File: config.mk
export PLATFORM = sky130hd
export DESIGN_NAME = mac_auto_procedures
export DESIGN_NICKNAME = d
export VERILOG_FILES = /design/src/hw/mac_auto_pkg.sv /design/src/hw/mac_auto_procedures.sv
export SDC_FILE = /design/constraint.sdc
export NUM_CORES = 1
export LEC_CHECK = 0
export BUFFER_PORTS_ARGS = -buffer_cell sky130_fd_sc_hd__buf_2
export CAP_MARGIN = 20
export CORE_MARGIN = 1
export CORE_UTILIZATION = 49
export CTS_CLUSTER_DIAMETER = 50
export DETAILED_ROUTE_END_ITERATION = 8
export GPL_TIMING_DRIVEN = 0
export HOLD_SLACK_MARGIN = 0.15
export MAX_ROUTING_LAYER = met4
export PLACE_DENSITY_LB_ADDON = 0.08
export SYNTH_ARGS = -nofsm -noshare
export SYNTH_HDL_FRONTEND = slang
export SYNTH_SLANG_ARGS = --single-unit
File: constraint.sdc
create_clock -name core_clk -period 2.7 [get_ports core_clk]
set_clock_uncertainty 0.2 [all_clocks]
set_input_delay 0.27 -clock core_clk [delete_from_list [all_inputs] [get_ports core_clk]]
set_output_delay 0.27 -clock core_clk [all_outputs]
set_load 0.1 [all_outputs]
File: src/hw/mac_auto_pkg.sv
// Constants and types shared by the MAC automation block
package mac_auto_pkg;
    localparam int CLK_PERIOD_NS = 10;
    // Delay and measurement time unit
    localparam int TICK_NS = 1000;
    localparam int TICK_CYCLES = (TICK_NS + CLK_PERIOD_NS - 1) / CLK_PERIOD_NS;
    localparam int TICK_W = 7;
    localparam logic [TICK_W-1:0] TICK_LAST = TICK_W'(TICK_CYCLES - 1);
    localparam logic [2:0] FRAME_TYPE_DATA = 3'h1;
    localparam logic [2:0] FRAME_TYPE_CMD = 3'h3;
    localparam logic [1:0] ED_MODE_SINGLE = 2'h1;
    localparam logic [10:0] ACK_LEN_FCS16 = 11'h005;
    localparam logic [10:0] ACK_LEN_FCS32 = 11'h007;
    localparam logic [15:0] WAIT_RESET = 16'h0000;
    localparam logic BASEBAND_RESET = 1'b1;
    localparam logic CHECKSUM_32 = 1'b0;

    typedef enum logic [1:0] {
        PHY_FSK = 2'h0,
        PHY_OFDM = 2'h1,
        PHY_OQPSK = 2'h2
    } phy_mode_t;

    typedef enum logic [2:0] {
        ST_RX = 3'b000,
        ST_ED = 3'b001,
        ST_TRANSMIT_PREPARATION_STATE = 3'b011,
        ST_TX = 3'b010,
        ST_ACKWAIT = 3'b110
    } radio_state_t;
endpackage : mac_auto_pkg

File: src/hw/mac_auto_procedures.sv
// Automatic acknowledgement, transmit-then-receive and CCA-with-transmit sequencer
`timescale 1ns/1ns
module mac_auto_procedures
    import mac_auto_pkg::*;
(
    input wire logic core_clk, // Baseband clock
    input wire logic resetn, // Asynchronous reset, active low
    input wire logic auto_acknowledge_enable, // Auto ACK enable
    input wire logic ack_rate_adapt_enable, // ACK rate adaptation
    input wire logic ack_checksum_adapt_enable, // ACK checksum adaptation
    input wire logic ack_source_select, // 1: ACK from transmit buffer
    input wire logic transmit_then_receive_enable, // Return to receive after transmit
    input wire logic cca_transmit_enable, // CCA with transmit enable
    input wire logic [3:0] filter_unit_enable, // Address filter unit enables
    input wire logic [7:0] ack_delay_low, // ACK delay low byte, ticks
    input wire logic [7:0] ack_delay_high, // ACK delay high byte, ticks
    input wire logic [3:0] ack_pending_flags, // Pending flag per filter unit
    input wire logic [7:0] tx_length_low, // Transmit length low byte
    input wire logic [2:0] tx_length_high, // Transmit length high bits
    input wire logic [7:0] energy_threshold, // Busy threshold
    input wire logic [7:0] energy_detect_duration, // Measurement time, ticks
    input wire logic [1:0] phy_mode, // Active PHY, phy_mode_t
    input wire logic checksum_type_select, // Host checksum type, 0: 32-bit
    input wire logic [2:0] ofdm_cfg_coding_level, // Host OFDM coding level
    input wire logic fsk_cfg_delimiter_select, // Host FSK delimiter
    input wire logic oqpsk_cfg_legacy, // Host O-QPSK legacy flag
    input wire logic [2:0] oqpsk_cfg_rate_mode, // Host O-QPSK rate mode
    input wire logic oqpsk_cfg_ppdu_type, // Host O-QPSK PPDU type
    input wire logic baseband_enable_write, // Host write strobe for baseband enable
    input wire logic baseband_enable_wdata, // Value written
    input wire logic energy_detect_mode_write, // Host write strobe for energy mode
    input wire logic [1:0] energy_detect_mode, // Value written
    input wire logic host_tx_request, // Host transmit command
    input wire logic host_rx_request, // Host receive command
    input wire logic receive_frame_end, // Filtered frame end pulse
    input wire logic [2:0] rx_frame_type, // Received frame type
    input wire logic rx_ack_request, // Received ACK request bit
    input wire logic [3:0] rx_unit_match, // Matching filter units
    input wire logic [7:0] rx_sequence_number, // Received sequence number
    input wire logic rx_checksum_type, // Received checksum type, 0: 32-bit
    input wire logic [2:0] ofdm_rx_coding_level, // Received OFDM coding level
    input wire logic fsk_rx_delimiter_seen, // Received FSK delimiter
    input wire logic oqpsk_rx_legacy, // Received legacy flag
    input wire logic [2:0] oqpsk_rx_rate_mode, // Received rate mode
    input wire logic oqpsk_rx_ppdu_type, // Received PPDU type
    input wire logic [7:0] energy_level, // Energy measurement value
    input wire logic tx_done, // Transmitter finished pulse
    output radio_state_t radio_state, // Current radio state
    output logic tx_start, // Transmit start pulse
    output logic tx_from_buffer, // Transmit uses frame buffer
    output logic [10:0] tx_length, // Frame length in octets
    output logic [7:0] ack_sequence_number, // Internal ACK sequence number
    output logic ack_frame_pending, // ACK frame pending bit
    output logic checksum_type, // Effective checksum type
    output logic [2:0] ofdm_tx_coding_level, // Effective OFDM coding level
    output logic fsk_tx_delimiter_select, // Effective FSK delimiter
    output logic oqpsk_tx_legacy, // Effective legacy flag
    output logic [2:0] oqpsk_tx_rate_mode, // Effective rate mode
    output logic oqpsk_tx_ppdu_type, // Effective PPDU type
    output logic ed_active, // Energy measurement running
    output logic cca_busy_result, // Last CCA busy flag
    output logic baseband_enable, // Baseband enable bit
    output logic irq_energy_detect_complete, // Energy detect complete pulse
    output logic irq_transmit_frame_end, // Transmit frame end pulse
    output logic irq_transceiver_ready // Transceiver ready pulse
);

    radio_state_t state_r;
    logic [TICK_W-1:0] tick_r;
    logic [15:0] wait_r;
    logic ack_active_r;
    logic cca_go_r;
    logic busy_r;
    logic tx_start_r;
    logic irq_edc_r;
    logic irq_tfe_r;
    logic irq_rdy_r;
    logic bb_en_r;
    logic [7:0] seq_r;
    logic pend_r;
    logic rx_fcs_r;
    logic [2:0] ofdm_r;
    logic fsk_r;
    logic leg_r;
    logic [2:0] mod_r;
    logic ppdu_r;
    logic [10:0] len_r;
    logic fcs_r;
    logic [2:0] ofdm_out_r;
    logic fsk_out_r;
    logic leg_out_r;
    logic [2:0] mod_out_r;
    logic ppdu_out_r;

    logic aack_ok;
    logic ack_needed;
    logic pend_sel;
    logic wait_done;
    logic ed_start;
    logic ed_busy;
    logic adapt;
    logic fcs_adapt;

    assign aack_ok = auto_acknowledge_enable && (|filter_unit_enable);
    assign ack_needed = (rx_frame_type == FRAME_TYPE_DATA || rx_frame_type == FRAME_TYPE_CMD)
        && rx_ack_request;
    assign pend_sel = rx_unit_match[0] ? ack_pending_flags[0] :
                      rx_unit_match[1] ? ack_pending_flags[1] :
                      rx_unit_match[2] ? ack_pending_flags[2] :
                      rx_unit_match[3] ? ack_pending_flags[3] : 1'b0;
    assign wait_done = (wait_r == WAIT_RESET) && (tick_r == TICK_LAST);
    assign ed_start = state_r == ST_RX && cca_transmit_enable && energy_detect_mode_write
        && energy_detect_mode == ED_MODE_SINGLE;
    assign ed_busy = energy_level > energy_threshold;
    assign adapt = ack_active_r && ack_rate_adapt_enable;
    assign fcs_adapt = ack_active_r && ack_checksum_adapt_enable
        && (phy_mode == PHY_FSK || (phy_mode == PHY_OQPSK && leg_r));

    // Sequencer
    always_ff @(posedge core_clk or negedge resetn) begin
        if (!resetn) begin
            state_r <= ST_RX;
            ack_active_r <= 1'b0;
            cca_go_r <= 1'b0;
            tx_start_r <= 1'b0;
        end else begin
            tx_start_r <= 1'b0;
            case (state_r)
                ST_RX: begin
                    if (receive_frame_end && aack_ok) begin
                        if (ack_needed) begin
                            state_r <= ST_ACKWAIT;
                            ack_active_r <= 1'b1;
                        end else begin
                            state_r <= ST_TRANSMIT_PREPARATION_STATE;
                        end
                    end else if (ed_start) begin
                        state_r <= ST_ED;
                    end else if (host_tx_request) begin
                        state_r <= ST_TX;
                        tx_start_r <= 1'b1;
                    end
                end
                ST_ACKWAIT: begin
                    if (wait_done) begin
                        state_r <= ST_TX;
                        tx_start_r <= 1'b1;
                    end
                end
                ST_ED: begin
                    if (wait_done) begin
                        if (ed_busy) begin
                            state_r <= ST_RX;
                        end else begin
                            state_r <= ST_TRANSMIT_PREPARATION_STATE;
                            cca_go_r <= 1'b1;
                        end
                    end
                end
                ST_TRANSMIT_PREPARATION_STATE: begin
                    if (cca_go_r || host_tx_request) begin
                        state_r <= ST_TX;
                        tx_start_r <= 1'b1;
                        cca_go_r <= 1'b0;
                    end else if (host_rx_request) begin
                        state_r <= ST_RX;
                    end
                end
                ST_TX: begin
                    if (tx_done) begin
                        state_r <= transmit_then_receive_enable ? ST_RX : ST_TRANSMIT_PREPARATION_STATE;
                        ack_active_r <= 1'b0;
                    end
                end
                default: begin
                    state_r <= ST_RX;
                end
            endcase
        end
    end

    // Tick prescaler and delay / duration counter
    always_ff @(posedge core_clk or negedge resetn) begin
        if (!resetn) begin
            tick_r <= '0;
            wait_r <= WAIT_RESET;
        end else if (state_r == ST_RX) begin
            tick_r <= '0;
            if (receive_frame_end && aack_ok) begin
                wait_r <= {ack_delay_high, ack_delay_low};
            end else begin
                wait_r <= {8'h00, energy_detect_duration};
            end
        end else if (state_r == ST_ACKWAIT || state_r == ST_ED) begin
            if (tick_r == TICK_LAST) begin
                tick_r <= '0;
                if (wait_r != WAIT_RESET) begin
                    wait_r <= wait_r - 16'h0001;
                end
            end else begin
                tick_r <= tick_r + TICK_W'(1);
            end
        end
    end

    // Capture of the received frame's properties
    always_ff @(posedge core_clk or negedge resetn) begin
        if (!resetn) begin
            seq_r <= 8'h00;
            pend_r <= 1'b0;
            rx_fcs_r <= CHECKSUM_32;
            ofdm_r <= 3'h0;
            fsk_r <= 1'b0;
            leg_r <= 1'b0;
            mod_r <= 3'h0;
            ppdu_r <= 1'b0;
        end else if (state_r == ST_RX && receive_frame_end) begin
            seq_r <= rx_sequence_number;
            pend_r <= pend_sel;
            rx_fcs_r <= rx_checksum_type;
            ofdm_r <= ofdm_rx_coding_level;
            fsk_r <= fsk_rx_delimiter_seen;
            leg_r <= oqpsk_rx_legacy;
            mod_r <= oqpsk_rx_rate_mode;
            ppdu_r <= oqpsk_rx_ppdu_type;
        end
    end

    // Effective transmit settings; host values return once the ACK is out
    always_ff @(posedge core_clk or negedge resetn) begin
        if (!resetn) begin
            fcs_r <= CHECKSUM_32;
            ofdm_out_r <= 3'h0;
            fsk_out_r <= 1'b0;
            leg_out_r <= 1'b0;
            mod_out_r <= 3'h0;
            ppdu_out_r <= 1'b0;
            len_r <= 11'h000;
        end else begin
            fcs_r <= fcs_adapt ? rx_fcs_r : checksum_type_select;
            ofdm_out_r <= (adapt && phy_mode == PHY_OFDM) ? ofdm_r : ofdm_cfg_coding_level;
            fsk_out_r <= (adapt && phy_mode == PHY_FSK) ? fsk_r : fsk_cfg_delimiter_select;
            leg_out_r <= (adapt && phy_mode == PHY_OQPSK) ? leg_r : oqpsk_cfg_legacy;
            mod_out_r <= (adapt && phy_mode == PHY_OQPSK) ? mod_r : oqpsk_cfg_rate_mode;
            ppdu_out_r <= (adapt && phy_mode == PHY_OQPSK) ? ppdu_r : oqpsk_cfg_ppdu_type;
            if (ack_active_r && !ack_source_select) begin
                len_r <= (fcs_adapt ? rx_fcs_r : checksum_type_select) == CHECKSUM_32
                    ? ACK_LEN_FCS32 : ACK_LEN_FCS16;
            end else begin
                len_r <= {tx_length_high, tx_length_low};
            end
        end
    end

    // Interrupt pulses and CCA result
    always_ff @(posedge core_clk or negedge resetn) begin
        if (!resetn) begin
            irq_edc_r <= 1'b0;
            irq_tfe_r <= 1'b0;
            irq_rdy_r <= 1'b0;
            busy_r <= 1'b0;
        end else begin
            irq_edc_r <= state_r == ST_ED && wait_done;
            irq_tfe_r <= (state_r == ST_TX && tx_done)
                || (state_r == ST_ED && wait_done && ed_busy);
            irq_rdy_r <= state_r == ST_ED && wait_done && !ed_busy;
            if (state_r == ST_ED && wait_done) begin
                busy_r <= ed_busy;
            end
        end
    end

    // Baseband enable: hardware set on a clear channel wins over a host write
    always_ff @(posedge core_clk or negedge resetn) begin
        if (!resetn) begin
            bb_en_r <= BASEBAND_RESET;
        end else if (state_r == ST_ED && wait_done && !ed_busy) begin
            bb_en_r <= 1'b1;
        end else if (baseband_enable_write) begin
            bb_en_r <= baseband_enable_wdata;
        end
    end

    assign radio_state = state_r;
    assign tx_start = tx_start_r;
    assign tx_from_buffer = !ack_active_r || ack_source_select;
    assign tx_length = len_r;
    assign ack_sequence_number = seq_r;
    assign ack_frame_pending = pend_r;
    assign checksum_type = fcs_r;
    assign ofdm_tx_coding_level = ofdm_out_r;
    assign fsk_tx_delimiter_select = fsk_out_r;
    assign oqpsk_tx_legacy = leg_out_r;
    assign oqpsk_tx_rate_mode = mod_out_r;
    assign oqpsk_tx_ppdu_type = ppdu_out_r;
    assign ed_active = state_r == ST_ED;
    assign cca_busy_result = busy_r;
    assign baseband_enable = bb_en_r;
    assign irq_energy_detect_complete = irq_edc_r;
    assign irq_transmit_frame_end = irq_tfe_r;
    assign irq_transceiver_ready = irq_rdy_r;
endmodule : mac_auto_procedures

==> impl_metrics.py, run 1 <==
metrics = {
    "status": {
        "status": "finished clean",
    },
    "synthesis": {
        "synthFlopType": "dfrtp_1",
        "synth-edff-count": 0,
        "yosys.area_share.simple_pct": 16.01,
        "ys_types": 56,
        "synth_warnings": 0,
        "yosysSeqAreaShare_pct": 46.41,
        "synth_adder_area_share_pct": 3.447,
        "synthArstFlopShare_pct": 100.0,
        "synth_top_family_by_area": "compound AO/OA/AOI/OAI gates",
        "syn_area_um2": 3993,
        "avgSynthCellArea_um2": 9.932,
        "synthCells": 402,
        "muxShareOfSynthArea_pct": 10.50,
        "synth_compound_area_share_pct": 19.81,
        "synthXorXnorAreaFrac_pct": 0,
        "synth_seq_cells": 74,
        "synth_nets": 527,
    },
    "setup_path": {
        "critPathLaunchType": "register",
        "crit_path_end_kind": "register",
        "cp.required_ns": 2.74,
        "critPathSlowestCell": "or4_4",
        "slowest_delay_ns": 0.48,
        "crit_chain": "inv_1 -> ha_1 -> or4b_1 -> or4_4 -> a21oi_2 -> o21a_2 -> buf_6 -> nor2_1 -> o22a_1",
        "cp.depth": 9,
        "cp_num_buf_inv": 2,
        "crit_path_max_fanout": 10,
        "critical_path_class": "reg2reg",
        "r2r_cells": 9,
        "worst_ep_arrival_time_ns": 2.67,
        "cp_top_family": "simple AND/OR/NAND/NOR gates",
    },
    "timing": {
        "max_slew_margin_pct": 54.20,
        "finalHoldViolations": 0,
        "hold_ws_ns": 0.1617,
        "worst_slew_pin_slew_ns": 0.6818,
        "slew_viol_final": 0,
        "tns_ns": 0,
        "post-route-min-period_ns": 2.638,
        "fin_crit_sh_pct": 97.69,
        "fmax_ghz": 0.3791,
        "rsz0062_at_grt": "true",
        "fin_ws_ns": 0.06243,
        "setup_viol": 0,
    },
    "grt": {
        "grt_util_met3_pct": 5.307,
        "grt_pass1_vias": 3975,
        "track_usage_pct": 28.30,
        "use_met1_pct": 34.52,
        "grt.busiest_layer": "met2",
        "met2_usage_pct": 45.96,
        "grt_antenna_before_repair": 0,
        "grt_pass1_wl_um": 18370,
        "grt_max_degree": 39,
        "grt_overflow": 0,
    },
    "clocking": {
        "insertion_delay_ns": 0.35,
        "cts_buffer_depth": 2,
        "clock_sinks": 74,
        "cts.htree.levels": 3,
        "clk_pin_slew_ns": 0.09,
        "cts-root-buf": "clkbuf_8",
        "cts_tree": "done",
        "post-cts-setup-buffers": 0,
        "numCtsBuffers": 9,
    },
    "finish": {
        "final_common_cell": "buf_2",
        "final_cell_mix": "156 x buf_2, 70 x dfrtp_1, 68 x dlygate4sd3_1, 36 x o21ai_0, 31 x mux2_2",
        "nets": 760,
        "syn_to_final_growth_pct": 46.60,
        "fin_util_pct": 74.97,
        "fin_cells": 742,
        "fill_cells": 569,
        "drive_gt1_share_pct": 35.68,
        "final_cell_area_um2": 5853,
    },
    "place": {
        "dp_slack_ns": -0.1448,
        "portBuffers": 153,
        "dp.cells": 658,
        "globalplace.congestion": 0.8787,
        "dpl.hpwl_um": 7278,
        "placed_area_um2": 4927,
    },
    "power": {
        "leakagePower_nw": 2.734,
        "power.total_mw": 5.446,
        "p_per_area_nw_per_um2": 930.4,
        "ir_drop_mv": 0.4877,
    },
    "min_path": {
        "hold_class": "in2reg",
        "holdPathStages": 4,
    },
    "floorplan": {
        "ios": 155,
        "initial_core_util_pct": 51.14,
        "die_height_um": 92.27,
        "die_x_um": 92.27,
        "rows": 32,
        "design.core.area_um2": 7807,
        "dieArea_um2": 8513,
    },
    "route": {
        "drtPass1Iterations": 5,
        "viasPerCell": 5.613,
        "wirelength_um": 11190,
        "first_iter_violations": 286,
        "ant_nets": 0,
        "wl_per_cell_um": 15.08,
        "vias": 4165,
        "drc": 0,
    },
    "run": {
        "maxCapViolCount": 0,
    },
}
[per-layer routing]
metal	wire, µm	vias up
li1	-	1955
met1	4407	1930
met2	5506	241
met3	925	39
met4	350	0
met5	0	-
[final cells by class]
class | instances | area, µm² | share of cell area, %
multi-input combinational | 291 | 2021 | 34.52
sequential | 74 | 1859 | 31.77
clock inverter | 6 | 91.34 | 1.560
buffer | 19 | 91.34 | 1.560
clock buffer | 9 | 123.9 | 2.116
tap | 102 | 127.6 | 2.180
antenna | 1 | 2.502 | 0.04275
timing repair buffer | 222 | 1469 | 25.10
inverter | 18 | 67.56 | 1.154
[path summary, 6_finish.rpt]
| path | start | endpoint | slack (ns) |
|---|---|---|---|
| max in group asynchronous | resetn | wait_r[11] | 1.51 |
| max | wait_r[0] | wait_r[7] | 0.06 |
| max reg2reg | wait_r[0] | wait_r[7] | 0.06 |
| min in group asynchronous | resetn | ofdm_tx_coding_level[2] | 0.23 |
| min | energy_detect_duration[3] | wait_r[3] | 0.16 |
| min reg2reg | wait_r[15] | wait_r[15] | 0.29 |
[cell families (layout without fill, tap and decap cells)]
group,count (synthesis),after routing
AO/OA/AOI/OAI,121,121
adder cells (fa/ha/maj),11,11
buffers and inverters,37,274
flip-flops,74,74
multiplexers,38,38
other,0,1
AND/OR/NAND/NOR,121,121
[timing repair]
action	CTS	global route
endpoints found under the hold margin	131	0
gates resized for setup	2	9
hold buffers	68	0
setup endpoints to repair	3	12
[flip-flops by register name (all words and copies together) (netlist names), 3 cells and up]
name and flops:
ack_sequence_number 8, mod_r 3, ofdm_r 3, ofdm_tx_coding_level 3, oqpsk_tx_rate_mode 3, radio_state 3, tick_r 7, tx_length 11
wait_r 16
[where the power goes]
part / switching [mW] / internal, mW / leakage [nW]
sequential: 0.244 / 1.45 / 0.904
clock: 0.422 / 0.520 / 0.110
combinational: 1.94 / 0.866 / 1.72
[worst min-delay path: cells and delay by family]
| kind | cells | cell delay, ns |
|---|---|---|
| multiplexers | 1 | 0.13 |
| AO/OA/AOI/OAI | 2 | 0.19 |
| buffers and inverters | 1 | 0.07 |
[cell usage after synthesis, types with 5 or more instances]
master,count,area (µm²)
dfrtp_1,73,1827
o21ai_0,37,185.2
mux2_2,31,349.1
nor2_1,30,112.6
a21oi_1,26,130.1
nand2_1,24,90.09
inv_1,18,67.56
a22oi_1,15,112.6
clkbuf_1,13,48.80
and2_1,11,68.82
ha_1,11,137.6
nor2b_1,8,50.05
mux2i_1,7,70.07
nand3_1,7,35.03
nor3_1,7,35.03
a22o_1,5,43.79
and3_1,5,31.28
buf_2,5,25.02
nand2b_1,5,31.28
nand4_1,5,31.28
No activity file was read; power rests on OpenSTA's default activity.
==> run 2: changes to the inputs <==
==> constraint.sdc (replaced) <==
create_clock -name core_clk -period 2.65 [get_ports core_clk]
set_clock_uncertainty 0.2 [all_clocks]
set_input_delay 0.265 -clock core_clk [delete_from_list [all_inputs] [get_ports core_clk]]
set_output_delay 0.265 -clock core_clk [all_outputs]
set_load 0.1 [all_outputs]
==> run 2 against run 1 <==
Via count fell by 1.1%. Clock power rose by 13%. Cell area rose by 1.3%. Critical endpoint unchanged. Largest power group unchanged.
==> impl_metrics.py, run 2 (synthesis gave the netlist of run 1 again) <==
metrics = {
    "power": {
        "power.total_mw": 5.670,
        "leakagePower_nw": 2.753,
        "p_per_area_nw_per_um2": 956.5,
        "ir_drop_mv": 0.5246,
    },
    "finish": {
        "nets": 763,
        "final_cell_mix": "156 x buf_2, 71 x dlygate4sd3_1, 70 x dfrtp_1, 34 x o21ai_0, 31 x mux2_2",
        "fill_cells": 546,
        "largest_reg_flops": 16,
        "fin_cells": 744,
        "syn_to_final_growth_pct": 48.48,
        "antenna_cells": 0,
        "final_cell_area_um2": 5928,
        "final_common_cell": "buf_2",
        "drive_gt1_share_pct": 36.14,
        "regMostFlops": "wait_r",
    },
    "route": {
        "vias": 4120,
        "ant_nets": 0,
        "drtPass1Iterations": 5,
        "wl_met1_um": 4738,
        "top_layer_used": "met4",
        "drc": 0,
        "wirelength_um": 11410,
        "wl_met3_um": 731,
        "dr_wl_met2_um": 5793,
        "wl_per_cell_um": 15.34,
        "first_iter_violations": 286,
        "viasPerCell": 5.538,
    },
    "grt": {
        "track_usage_pct": 29.16,
        "grt_pass1_wl_um": 18910,
        "grt_pass1_vias": 4095,
        "grt_overflow": 0,
        "grt_max_degree": 58,
        "grt_antenna_before_repair": 0,
    },
    "clocking": {
        "cts-root-buf": "clkbuf_8",
        "numCtsBuffers": 9,
        "clock_sinks": 74,
        "cts_buffer_depth": 2,
        "cts_tree": "done",
        "clk_pin_slew_ns": 0.09,
        "insertion_delay_ns": 0.35,
        "cts.htree.levels": 3,
    },
    "setup_path": {
        "cp.required_ns": 2.70,
        "r2r_cells": 9,
        "critPathLaunchType": "register",
        "crit_start": "wait_r[0]",
        "r2r_start": "wait_r[0]",
        "crit_path_end_kind": "register",
        "worst_ep_arrival_time_ns": 2.64,
        "critical_path_class": "reg2reg",
        "crit_path_max_fanout": 10,
    },
    "timing": {
        "worst_slew_pin_slew_ns": 0.7108,
        "post-route-min-period_ns": 2.592,
        "setup_viol": 0,
        "max_slew_margin_pct": 52.25,
        "fin_crit_sh_pct": 97.79,
        "rsz0062_at_grt": "true",
        "tns_ns": 0,
        "finalHoldViolations": 0,
        "slew_viol_final": 0,
        "hold_ws_ns": 0.1514,
        "fmax_ghz": 0.3859,
    },
    "place": {
        "dp.cells": 658,
        "dpl.hpwl_um": 7595,
        "placed_area_um2": 4937,
        "portBuffers": 153,
        "globalplace.congestion": 0.9090,
    },
    "floorplan": {
        "die_height_um": 92.27,
        "design.core.area_um2": 7807,
        "rows": 32,
        "initial_core_util_pct": 51.14,
        "dieArea_um2": 8513,
        "ios": 155,
        "die_x_um": 92.27,
    },
    "status": {
        "status": "finished clean",
    },
    "min_path": {
        "holdCritStartpoint": "ack_delay_low[2]",
        "holdPathStages": 4,
        "hold_class": "in2reg",
    },
    "run": {
        "maxCapViolCount": 0,
    },
}
## run 2: changes by cell type in the layout (fill, tap and decap cells not counted), moves of 2 or more
cell / previous run / this run
clkinvlp_4: 0 / 2
o21ai_1: 2 / 4
inv_2: 0 / 2
o21ai_0: 36 / 34
inv_1: 18 / 15
dlygate4sd3_1: 68 / 71
## run 2: area by class of cell
class	count	area (µm²)	share of cell area, %
Multi-Input combinational cell	291	2031	34.25
Sequential cell	74	1862	31.41
Timing Repair Buffer	225	1506	25.41
Tap cell	102	127.6	2.153
Clock buffer	9	123.9	2.089
Clock inverter	6	115.1	1.942
Buffer	19	91.34	1.541
Inverter	18	71.32	1.203
## run 2: worst max-delay path: stages (launching register included)
cell     delay (ns)
dfrtp_1        0.42
inv_2          0.09
ha_1           0.14
or4b_1         0.44
or4_4          0.49
a21oi_4        0.20
o21a_2         0.15
buf_6          0.13
nor2_1         0.05
o22a_1         0.18
## run 2: worst paths after layout
kind                              end  slack, ns
max                         wait_r[7]       0.06
min                         wait_r[2]       0.15
max reg2reg                 wait_r[7]       0.06
min reg2reg                wait_r[15]       0.29
max in group asynchronous   wait_r[7]       0.47
min in group asynchronous   tick_r[5]       0.65
## run 2: repair_timing
item | in CTS | in global routing
setup buffers | 0 | 0
endpoints found under the setup margin | 4 | 39
pin swaps | 0 | 0
hold endpoints to repair | 130 | 0
gates resized for setup | 2 | 16
hold buffers | 71 | 0
## run 2: per-stage QoR
step	setup slack (ns)	utilization [%]
floorplan	0.01219	-
global placement	-0.1984	62.85
detailed placement	-0.2363	63.24
CTS	0.007614	75.42
global route	-0.07109	75.93
finish	0.05849	75.93
## run 2: routing by layer
layer,vias to the layer above,track usage (%)
met5,-,-
met4,0,9.245
met3,19,5.887
met2,178,49.44
met1,1964,34.95
li1,1959,-
## run 2: report_power, final
| group | internal, mW | total [mW] | switching (mW) |
|---|---|---|---|
| sequential | 1.48 | 1.74 | 0.260 |
| combinational | 0.897 | 2.87 | 1.98 |
| clock | 0.625 | 1.06 | 0.434 |
| total | 3.00 | 5.67 | 2.67 |
